File: config.mk
export PLATFORM = sky130hd
export DESIGN_NAME = dif_top
export DESIGN_NICKNAME = d
export VERILOG_FILES = /design/src/include/dif_pkg.sv /design/src/hdl/dif_ptr_ctrl.sv /design/src/hdl/dif_top.sv
export VERILOG_INCLUDE_DIRS = /design/src /design/src/include
export SDC_FILE = /design/constraint.sdc
export NUM_CORES = 1
export LEC_CHECK = 0
export BUFFER_PORTS_ARGS = -buffer_cell sky130_fd_sc_hd__buf_2
export CAP_MARGIN = 20
export CORE_MARGIN = 5
export CORE_UTILIZATION = 55
export DETAILED_ROUTE_END_ITERATION = 12
export MAX_ROUTING_LAYER = met4
export PLACE_DENSITY = 0.84
export SLEW_MARGIN = 20
export SYNTH_ARGS = -nofsm -noshare
export SYNTH_HDL_FRONTEND = slang
export SYNTH_HIERARCHICAL = 1
export SYNTH_SLANG_ARGS = --single-unit
File: constraint.sdc
create_clock -name clk -period 2.95 [get_ports clk]
set_clock_uncertainty 0.15 [all_clocks]
set_input_delay 0.295 -clock clk [delete_from_list [all_inputs] [get_ports clk]]
set_output_delay 0.295 -clock clk [all_outputs]
set_load 0.03 [all_outputs]
File: src/include/dif_defines.svh
// Constants for the DDR input strobe FIFO
`ifndef DIF_DEFINES_SVH
`define DIF_DEFINES_SVH

`define DIF_FIFO_AW      2
`define DIF_WORD_W       7
`define DIF_DCODE_W      8
`define DIF_NUM_PINS     8
`define DIF_RATIO_X2     3'd2
`define DIF_RATIO_X4     3'd4
`define DIF_RATIO_X7     3'd7
`define DIF_MASK_X2      7'h03
`define DIF_MASK_X4      7'h0F
`define DIF_MASK_X7      7'h7F

`endif

File: src/include/dif_pkg.sv
// Types shared by the DDR input strobe FIFO modules
`include "dif_defines.svh"

package dif_pkg;

  typedef enum logic [1:0] {
    DIF_GEAR_X2,
    DIF_GEAR_X4,
    DIF_GEAR_X7
  } dif_gear_e;

  // Pointer bundle sent from the group control unit to every pin
  typedef struct packed {
    logic                     wr_en;
    logic                     rd_en;
    logic [`DIF_FIFO_AW-1:0]  wr_addr;
    logic [`DIF_FIFO_AW-1:0]  rd_addr;
    logic                     full;
    logic                     empty;
  } dif_ptr_s;

  function automatic logic [2:0] dif_ratio(input dif_gear_e m);
    case (m)
      DIF_GEAR_X2: dif_ratio = `DIF_RATIO_X2;
      DIF_GEAR_X4: dif_ratio = `DIF_RATIO_X4;
      default:     dif_ratio = `DIF_RATIO_X7;
    endcase
  endfunction : dif_ratio

  function automatic logic [`DIF_WORD_W-1:0] dif_mask(input dif_gear_e m);
    case (m)
      DIF_GEAR_X2: dif_mask = `DIF_MASK_X2;
      DIF_GEAR_X4: dif_mask = `DIF_MASK_X4;
      default:     dif_mask = `DIF_MASK_X7;
    endcase
  endfunction : dif_mask

endpackage : dif_pkg

File: src/hdl/dif_ptr_ctrl.sv
// Group pointer control unit for the input FIFOs
`timescale 1ns/1ps
`include "dif_defines.svh"

module dif_ptr_ctrl (
  input  wire logic             clk,
  input  wire logic             sys_rst,
  input  wire logic             wr_req,
  input  wire logic             rd_req,
  output dif_pkg::dif_ptr_s     ptr
);
  import dif_pkg::*;

  localparam int AW = `DIF_FIFO_AW;

  logic [AW:0] wr_bin_q;
  logic [AW:0] rd_bin_q;
  logic [AW:0] wr_gray_q;
  logic [AW:0] rd_gray_q;
  logic        full;
  logic        empty;

  function automatic logic [AW:0] bin2gray(input logic [AW:0] b);
    bin2gray = b ^ (b >> 1);
  endfunction : bin2gray

  assign empty = (wr_gray_q == rd_gray_q);
  assign full  = (wr_gray_q == {~rd_gray_q[AW:AW-1], rd_gray_q[AW-2:0]});

  assign ptr.wr_en   = wr_req & ~full;
  assign ptr.rd_en   = rd_req & ~empty;
  assign ptr.wr_addr = wr_bin_q[AW-1:0];
  assign ptr.rd_addr = rd_bin_q[AW-1:0];
  assign ptr.full    = full;
  assign ptr.empty   = empty;

  // ----------------------------------------
  // Write pointer
  // ----------------------------------------
  // joint clear
  always_ff @(posedge clk) begin
    if (sys_rst) begin
      wr_bin_q  <= '0;
      wr_gray_q <= '0;
    end else if (ptr.wr_en) begin
      wr_bin_q  <= wr_bin_q + 1'b1;
      wr_gray_q <= bin2gray(wr_bin_q + 1'b1);
    end
  end

  // ----------------------------------------
  // Read pointer
  // ----------------------------------------
  always_ff @(posedge clk) begin
    if (sys_rst) begin
      rd_bin_q  <= '0;
      rd_gray_q <= '0;
    end else if (ptr.rd_en) begin
      rd_bin_q  <= rd_bin_q + 1'b1;
      rd_gray_q <= bin2gray(rd_bin_q + 1'b1);
    end
  end

  AST_RESET_EMPTY: assert property (@(posedge clk) sys_rst |=> empty && wr_bin_q == '0 && rd_bin_q == '0)
    else $error("pointers not cleared by reset");
  AST_GRAY_STEP: assert property (@(posedge clk) disable iff (sys_rst)
    $countones(wr_gray_q ^ $past(wr_gray_q)) <= 1 && $countones(rd_gray_q ^ $past(rd_gray_q)) <= 1)
    else $error("gray pointer changed more than one bit");
  AST_NO_OVERFLOW: assert property (@(posedge clk) disable iff (sys_rst)
    (wr_bin_q - rd_bin_q) <= (AW+1)'(1 << AW))
    else $error("write while full");

endmodule : dif_ptr_ctrl

File: src/hdl/dif_top.sv
// DDR input strobe FIFO with gearing for one strobe group
`timescale 1ns/1ps
`include "dif_defines.svh"

module dif_top #(
  parameter int NUM_PINS = `DIF_NUM_PINS
) (
  input  wire logic                               clk,
  input  wire logic                               sys_rst,
  input  wire logic                               strobe_in,
  input  wire logic                               fast_edge_clock,
  input  wire logic [NUM_PINS-1:0]                data_in,
  input  wire logic [`DIF_DCODE_W-1:0]            delay_code,
  input  wire logic                               delay_lock,
  input  dif_pkg::dif_gear_e                      gear_mode,
  input  wire logic                               word_align_request,
  output logic [NUM_PINS-1:0][`DIF_WORD_W-1:0]    q_word,
  output logic                                    q_valid,
  output logic                                    overflow
);
  import dif_pkg::*;

  localparam int DEPTH = 1 << `DIF_FIFO_AW;

  // ----------------------------------------
  // Input synchronisers
  // ----------------------------------------
  logic [NUM_PINS-1:0] data_s1_q;
  logic [NUM_PINS-1:0] data_s2_q;
  logic [2:0]          stb_q;
  logic [2:0]          fast_edge_clock_q;
  logic [1:0]          lock_q;
  logic                stb_edge;
  logic                fast_edge_clock_edge;

  always_ff @(posedge clk) begin
    if (sys_rst) begin
      data_s1_q <= '0;
      data_s2_q <= '0;
      lock_q    <= '0;
    end else begin
      data_s1_q <= data_in;
      data_s2_q <= data_s1_q;
      lock_q    <= {lock_q[0], delay_lock};
    end
  end

  // No reset: the chains keep tracking the pins, so leaving reset shows no false edge
  always_ff @(posedge clk) begin
    stb_q  <= {stb_q[1:0], strobe_in};
    fast_edge_clock_q <= {fast_edge_clock_q[1:0], fast_edge_clock};
  end

  // Both edges count: data is double rate
  assign stb_edge  = stb_q[2] ^ stb_q[1];
  assign fast_edge_clock_edge = fast_edge_clock_q[2] ^ fast_edge_clock_q[1];

  // ----------------------------------------
  // Strobe delay
  // ----------------------------------------
  logic [`DIF_DCODE_W-1:0] dly_cnt_q;
  logic                    dly_busy_q;
  logic                    dly_fire;

  assign dly_fire = dly_busy_q && (dly_cnt_q == '0);

  always_ff @(posedge clk) begin
    if (sys_rst) begin
      dly_cnt_q  <= '0;
      dly_busy_q <= 1'b0;
    end else if (stb_edge && lock_q[1]) begin
      dly_cnt_q  <= delay_code;
      dly_busy_q <= 1'b1;
    end else if (dly_fire) begin
      dly_busy_q <= 1'b0;
    end else if (dly_busy_q) begin
      dly_cnt_q  <= dly_cnt_q - 1'b1;
    end
  end

  // ----------------------------------------
  // Pointer control and FIFO storage
  // ----------------------------------------
  dif_ptr_s ptr;

  dif_ptr_ctrl u_ptr (
    .clk     (clk),
    .sys_rst (sys_rst),
    .wr_req  (dly_fire),
    .rd_req  (fast_edge_clock_edge),
    .ptr     (ptr)
  );

  logic [NUM_PINS-1:0] mem_q [DEPTH];
  logic [NUM_PINS-1:0] rd_bits;

  always_ff @(posedge clk) begin
    if (ptr.wr_en) begin
      mem_q[ptr.wr_addr] <= data_s2_q;
    end
  end

  assign rd_bits = mem_q[ptr.rd_addr];

  always_ff @(posedge clk) begin
    if (sys_rst) begin
      overflow <= 1'b0;
    end else if (dly_fire && ptr.full) begin
      overflow <= 1'b1;
    end
  end

  // ----------------------------------------
  // Gearing
  // ----------------------------------------
  logic [NUM_PINS-1:0][`DIF_WORD_W-1:0] sr_q;
  logic [2:0]                           bit_cnt_q;
  logic                                 align_pend_q;
  logic                                 word_done;

  assign word_done = ptr.rd_en && !align_pend_q && (bit_cnt_q == dif_ratio(gear_mode) - 3'd1);

  always_ff @(posedge clk) begin
    if (sys_rst) begin
      align_pend_q <= 1'b0;
    end else if (word_align_request) begin
      align_pend_q <= 1'b1;
    end else if (ptr.rd_en) begin
      align_pend_q <= 1'b0;
    end
  end

  always_ff @(posedge clk) begin
    if (sys_rst) begin
      sr_q      <= '0;
      bit_cnt_q <= '0;
    end else if (ptr.rd_en) begin
      for (int p = 0; p < NUM_PINS; p++) begin
        sr_q[p] <= {sr_q[p][`DIF_WORD_W-2:0], rd_bits[p]};
      end
      if (align_pend_q) begin
        bit_cnt_q <= bit_cnt_q;
      end else if (word_done) begin
        bit_cnt_q <= '0;
      end else begin
        bit_cnt_q <= bit_cnt_q + 3'd1;
      end
    end
  end

  always_ff @(posedge clk) begin
    if (sys_rst) begin
      q_word  <= '0;
      q_valid <= 1'b0;
    end else begin
      q_valid <= word_done;
      if (word_done) begin
        for (int p = 0; p < NUM_PINS; p++) begin
          q_word[p] <= {sr_q[p][`DIF_WORD_W-2:0], rd_bits[p]} & dif_mask(gear_mode);
        end
      end
    end
  end

  // ----------------------------------------
  // Checks
  // ----------------------------------------
  // Cycles since the last accepted strobe edge, for the write timing check
  logic [`DIF_DCODE_W-1:0] age_q;

  always_ff @(posedge clk) begin
    if (sys_rst) begin
      age_q <= '0;
    end else if (stb_edge && lock_q[1]) begin
      age_q <= '0;
    end else if (age_q != '1) begin
      age_q <= age_q + 1'b1;
    end
  end

  AST_WR_ON_STROBE: assert property (@(posedge clk) disable iff (sys_rst) ptr.wr_en |-> age_q == delay_code)
    else $error("write not tied to delayed strobe");
  AST_DELAY_LOAD: assert property (@(posedge clk) disable iff (sys_rst)
    (stb_edge && lock_q[1]) |=> dly_busy_q && dly_cnt_q == $past(delay_code))
    else $error("delay counter not loaded from delay code");
  AST_RD_ON_FAST_EDGE_CLOCK: assert property (@(posedge clk) disable iff (sys_rst)
    ptr.rd_en |=> ptr.rd_addr == $past(ptr.rd_addr) + 1'b1 && sr_q[0][0] == $past(rd_bits[0]))
    else $error("read not tied to edge clock");
  AST_NO_UNDERFLOW: assert property (@(posedge clk) disable iff (sys_rst) ptr.empty |=> $stable(sr_q))
    else $error("gearing read from empty FIFO");
  AST_PIN_CAPTURE: assert property (@(posedge clk) disable iff (sys_rst)
    ptr.wr_en |=> mem_q[$past(ptr.wr_addr)] == $past(data_s2_q))
    else $error("pin data not stored");
  AST_WORD_MASK: assert property (@(posedge clk) disable iff (sys_rst)
    q_valid |-> (q_word[0] & ~dif_mask(gear_mode)) == '0)
    else $error("word wider than ratio");
  AST_GEAR_RESET: assert property (@(posedge clk) sys_rst |=> !q_valid && bit_cnt_q == '0 && !dly_busy_q)
    else $error("gearing not reset");

endmodule : dif_top

==> impl_metrics.py, run 1 <==
metrics = {
    "die": {
        "dieHeight_um": 121,
        "std_cell_rows": 40,
        "core_um2": 12100,
        "die_w_um": 121,
        "initial_core_util_pct": 56.4,
        "ios": 82,
        "die_area_um2": 14700,
    },
    "power_and_ir_drop": {
        "p_seq_share_pct": 48.4,
        "power.leakage_nw": 3.36,
        "p_sw_mw": 1.23,
        "combPwrFrac_pct": 9.0,
        "peakVddDrop_uv": 372,
        "clock_power_share_pct": 42.5,
        "power.density_nw_per_um2": 682,
        "netSwitchingFraction_pct": 22.2,
        "p_int_mw": 4.32,
        "total_power_mw": 5.55,
    },
    "setup_path": {
        "cp_slowest_cell": "nor4b_1",
        "cpLargestDelayFamily": "simple AND/OR/NAND/NOR gates",
        "worstSetupEndpointType": "flip-flop",
        "critPathArrivalTime_ps": 2480,
        "cpPeakStageDelay_ps": 630,
        "path_class": "reg2reg",
        "cp.required_ps": 2870,
        "worst-r2r-setup-slack_ps": 390,
        "startpoint": "dly_cnt_q[2]",
        "worstPathMaxFanout": 8,
        "timing.rr.start": "dly_cnt_q[2]",
        "path_cells": "nor4b_1, and2_1, o31ai_4, inv_2, and3b_1",
        "critPathBufInv": 1,
        "crit_path_start_kind": "flip-flop",
    },
    "placed_design": {
        "routabilityCongestion": 0.791,
        "dp.final_hpwl_um": 8220,
        "dp_slack_ps": 21.1,
        "post-place-cells": 783,
        "port-buffer-count": 81,
    },
    "routing": {
        "drtAntennaViolNets": 0,
        "via_count": 4301,
        "detail_route.vias_per_cell": 5.17,
        "wl_per_cell_um": 14.7,
        "dr.pass1.iters": 5,
        "drc": 0,
        "routed_wirelength_um": 12300,
        "drt_iter0_drc": 214,
    },
    "final_layout": {
        "area_growth_pct": 19.5,
        "fillers": 852,
        "stdcell_count": 832,
        "drive_gt1_share_pct": 23.0,
        "diodes": 0,
        "final_nets": 681,
    },
    "sta": {
        "worst_slew_pin_slew_ps": 828,
        "setup_viol": 0,
        "rsz0062_at_grt": "no",
        "slew_viol_final": 0,
        "max_freq_mhz": 390,
        "period_minus_slack_ps": 2560,
        "hold_viol": 0,
        "worst_slack_ps": 388,
        "max_slew_margin_pct": 44.8,
        "finalSetupTns_ps": 0,
        "fin_crit_sh_pct": 86.8,
    },
    "synthesis": {
        "syn_area_per_cell_um2": 12.2,
        "yosysWarnings": 6,
        "syn_nets": 588,
        "syn_inst": 558,
        "synth.cell_area_um2": 6800,
    },
    "flow_run": {
        "maxCapViolCount": 0,
    },
    "hold_path": {
        "hp-class": "in2reg",
        "holdCritStartpoint": "delay_code[4]",
    },
    "global_routing": {
        "grt_max_degree": 58,
        "antenna_found_initial": 0,
        "grt_pass1_wl_um": 20900,
        "track_usage_pct": 18.2,
        "grt_overflow_total": 0,
        "grt_pass1_vias": 4345,
    },
    "clock_tree": {
        "htree_levels": 4,
        "cts_max_path_buffers": 2,
        "path_clk_slew_ps": 60,
        "root_buffer": "clkbuf_16",
        "cts_tree": "built",
        "numCtsBuffers": 17,
        "cts_setup_buffers": 0,
        "clk-insertion-delay-late_ps": 420,
        "cts_sinks": 185,
    },
    "status": {
        "status": "complete, no violations",
    },
}
## state kept, by name, indices dropped and copies added (netlist names), 2 cells and up
name	cells
bit_cnt_q	3
stb_q	3
lock_q	2
u_ptr/wr_gray_q	2
sr_q	48
u_ptr/rd_bin_q	3
mem_q	32
data_s2_q	8
data_s1_q	8
q_word	56
fast_edge_clock_q	3
u_ptr/wr_bin_q	3
dly_cnt_q	8
u_ptr/rd_gray_q	2
## cell usage in the layout (no fill, tap or decap), types with 14 or more instances in the layout
master	count
nor2_1	85
nor2b_1	23
nand2_1	16
edfxtp_1	32
buf_2	80
dlygate4sd3_1	17
a22o_1	40
mux2i_1	70
clkbuf_16	19
buf_4	14
dfxtp_1	153
## power groups by stage
stage	clock (mW)	combinational (mW)	sequential [mW]
floorplan	0	0.416	2.72
global placement	0	0.467	2.74
detailed placement	0	0.484	2.74
CTS	2.40	0.503	2.69
global route	2.50	0.545	2.70
finish	2.36	0.502	2.69
## final timing paths
path                            cells past startpoint                   end
worst max-delay path                                5           mem_q[1][6]
worst min-delay path                                3          dly_cnt_q[4]
worst max register to register                      5           mem_q[1][6]
worst min register to register                      0  fast_edge_clock_q[1]
## metal layers
metal / up-vias / track usage, % / part of all wire (%)
met5: - / - / 0
met4: 0 / 7.70 / 1.9
met3: 19 / 4.66 / 4.2
met2: 94 / 29.6 / 49
met1: 2026 / 21.7 / 45
li1: 2162 / - / -
## through the flow
step	hold slack (ps)	util, %	instance area, um2
after floorplan	160	-	6800
after global placement	161	60.6	7310
after detailed placement	170	60.6	7310
after CTS	4.10	67.3	8120
after global routing	0.522	67.4	8130
final	20.5	67.4	8130
## worst reg2reg max path, delay by kind of cell (launching register included)
kind | cells | cell delay (ps)
AND/OR/NAND/NOR | 3 | 1430
buffers and inverters | 1 | 140
flip-flops | 1 | 360
AO/OA/AOI/OAI | 1 | 140
## repair_timing
action | 4_1_cts | 5_1_grt
hold endpoints to repair | 17 | 0
gates resized for setup | 0 | 1
hold buffers | 17 | 0
setup endpoints to repair | 0 | 6
## cell type report
cell class                      count  area [um2]  share of cell area [%]
Clock buffer                       24         534                    6.57
Timing Repair Buffer              111         676                    8.31
Sequential cell                   185        4020                    49.5
Clock inverter                      8         101                    1.25
Multi-Input combinational cell    328        2560                    31.4
Tap cell                          168         210                    2.59
Inverter                            8        30.0                   0.369
No activity file was read; power rests on OpenSTA's default activity.
==> inputs of run 2 (changes only) <==
--- a/config.mk
+++ b/config.mk
@@ -11,6 +11,7 @@
 export CORE_MARGIN = 5
 export CORE_UTILIZATION = 55
 export DETAILED_ROUTE_END_ITERATION = 12
+export HOLD_SLACK_MARGIN = 0.1
 export MAX_ROUTING_LAYER = met4
 export PLACE_DENSITY = 0.84
 export SLEW_MARGIN = 20
==> impl_metrics.py, run 2 (synthesis gave the netlist of run 1 again) <==
metrics = {
    "global_routing": {
        "grt_use_met2_pct": 30.0,
        "track_usage_pct": 18.3,
        "gr-usage-met3_pct": 4.66,
        "grt_pass1_vias": 4344,
        "antenna_found_initial": 0,
        "grt_max_degree": 58,
        "grt_overflow_total": 0,
        "grtUsageMet1_pct": 21.6,
        "grt-busiest-layer": "met2",
        "grt_pass1_wl_um": 20900,
    },
    "placed_design": {
        "port-buffer-count": 81,
        "dp.final_hpwl_um": 8220,
        "post-place-cells": 783,
        "routabilityCongestion": 0.791,
    },
    "hold_path": {
        "hold_depth": 0,
        "hp-class": "reg2reg",
        "holdCritStartpoint": "fast_edge_clock_q[0]",
    },
    "setup_path": {
        "worstSetupEndpointType": "flip-flop",
        "crit_path_start_kind": "flip-flop",
        "worstPathMaxFanout": 8,
        "cp.required_ps": 2870,
        "critPathArrivalTime_ps": 2490,
        "path_class": "reg2reg",
        "r2r_cells": 5,
        "timing.rr.start": "dly_cnt_q[2]",
        "startpoint": "dly_cnt_q[2]",
    },
    "power_and_ir_drop": {
        "power.leakage_nw": 3.37,
        "peakVddDrop_uv": 376,
        "power.density_nw_per_um2": 681,
    },
    "clock_tree": {
        "htree_levels": 4,
        "cts_tree": "built",
        "cts_setup_buffers": 0,
        "clk-insertion-delay-late_ps": 420,
        "root_buffer": "clkbuf_16",
        "path_clk_slew_ps": 60,
        "numCtsBuffers": 17,
        "cts_sinks": 185,
        "cts_max_path_buffers": 2,
    },
    "final_layout": {
        "largest_reg_flops": 56,
        "top_regs": "q_word: 56 flops, sr_q: 48 flops, mem_q: 32 flops",
        "mostFrequentLayoutCell": "dfxtp_1",
        "most-common-layout-cells": "dfxtp_1, nor2_1, buf_2",
        "stdcell_count": 835,
        "drive_gt1_share_pct": 22.9,
        "area_growth_pct": 20.0,
        "final_nets": 684,
        "top_register": "q_word",
        "diodes": 0,
    },
    "status": {
        "status": "complete, no violations",
    },
    "sta": {
        "fin_crit_sh_pct": 87.0,
        "period_minus_slack_ps": 2570,
        "slew_viol_final": 0,
        "worst_slew_pin_slew_ps": 837,
        "max_slew_margin_pct": 44.2,
        "setup_viol": 0,
        "max_freq_mhz": 390,
        "rsz0062_at_grt": "no",
        "finalSetupTns_ps": 0,
        "hold_viol": 0,
    },
    "die": {
        "ios": 82,
        "initial_core_util_pct": 56.4,
        "std_cell_rows": 40,
        "core_um2": 12100,
        "die_w_um": 121,
        "die_area_um2": 14700,
        "dieHeight_um": 121,
    },
    "routing": {
        "drt_iter0_drc": 208,
        "detail_route.vias_per_cell": 5.13,
        "via_count": 4286,
        "routed_wirelength_um": 12300,
        "dr.pass1.iters": 4,
        "wl_per_cell_um": 14.8,
        "drc": 0,
        "drtAntennaViolNets": 0,
    },
    "flow_run": {
        "maxCapViolCount": 0,
    },
}
## run 2: cell count changes in the layout (fill, tap and decap cells not counted), sizes merged
cell | before | now
dlygate4sd3 | 17 | 20
## run 2: cell type report
class / count / area [um2]
sequential: 185 / 4020
tap: 168 / 210
timing repair buffer: 114 / 706
clock buffer: 24 / 534
multi-input combinational: 328 / 2560
clock inverter: 8 / 101
fill: 850 / 3900
inverter: 8 / 30.0
## run 2: timing repair
item	CTS	global route
setup endpoints to repair	0	8
hold buffers	20	0
endpoints found under the hold margin	20	0
resized for setup	0	1
## run 2: where the power goes
part	internal (mW)	switching, mW	leakage [nW]	total (mW)
clock	1.44	0.918	0.314	2.36
combinational	0.252	0.254	1.53	0.506
sequential	2.62	0.0647	1.53	2.69
## run 2: layer usage
metal / routed length, um / part of all wire [%]
met4: 226 / 1.8
met5: 0 / 0
met2: 6050 / 49
met1: 5460 / 44
met3: 584 / 4.7
## run 2: critical path, stage by stage (launching register included)
cell and delay (ps):
dfxtp_1 360, nor4b_1 630, and2_1 360, o31ai_4 140, inv_2 130, and3b_1 440
## run 2: final timing paths
check,to,slack [ps]
setup / recovery,mem_q[1][6],380
hold / removal,fast_edge_clock_q[1],180
setup reg to reg,mem_q[1][6],380
hold reg to reg,fast_edge_clock_q[1],180
## run 2: per-stage QoR
step | worst slack [ps] | total power, mW | instance area, um2 | utilization, % | hold WS (ps)
CTS | 90.7 | 5.59 | 8150 | 67.6 | 184
global placement | 151 | 3.21 | 7310 | 60.6 | 161
floorplan | 281 | 3.13 | 6800 | - | 160
global route | 252 | 5.75 | 8160 | 67.7 | 187
finish | 384 | 5.56 | 8160 | 67.7 | 183
detailed placement | 21.1 | 3.23 | 7310 | 60.6 | 170
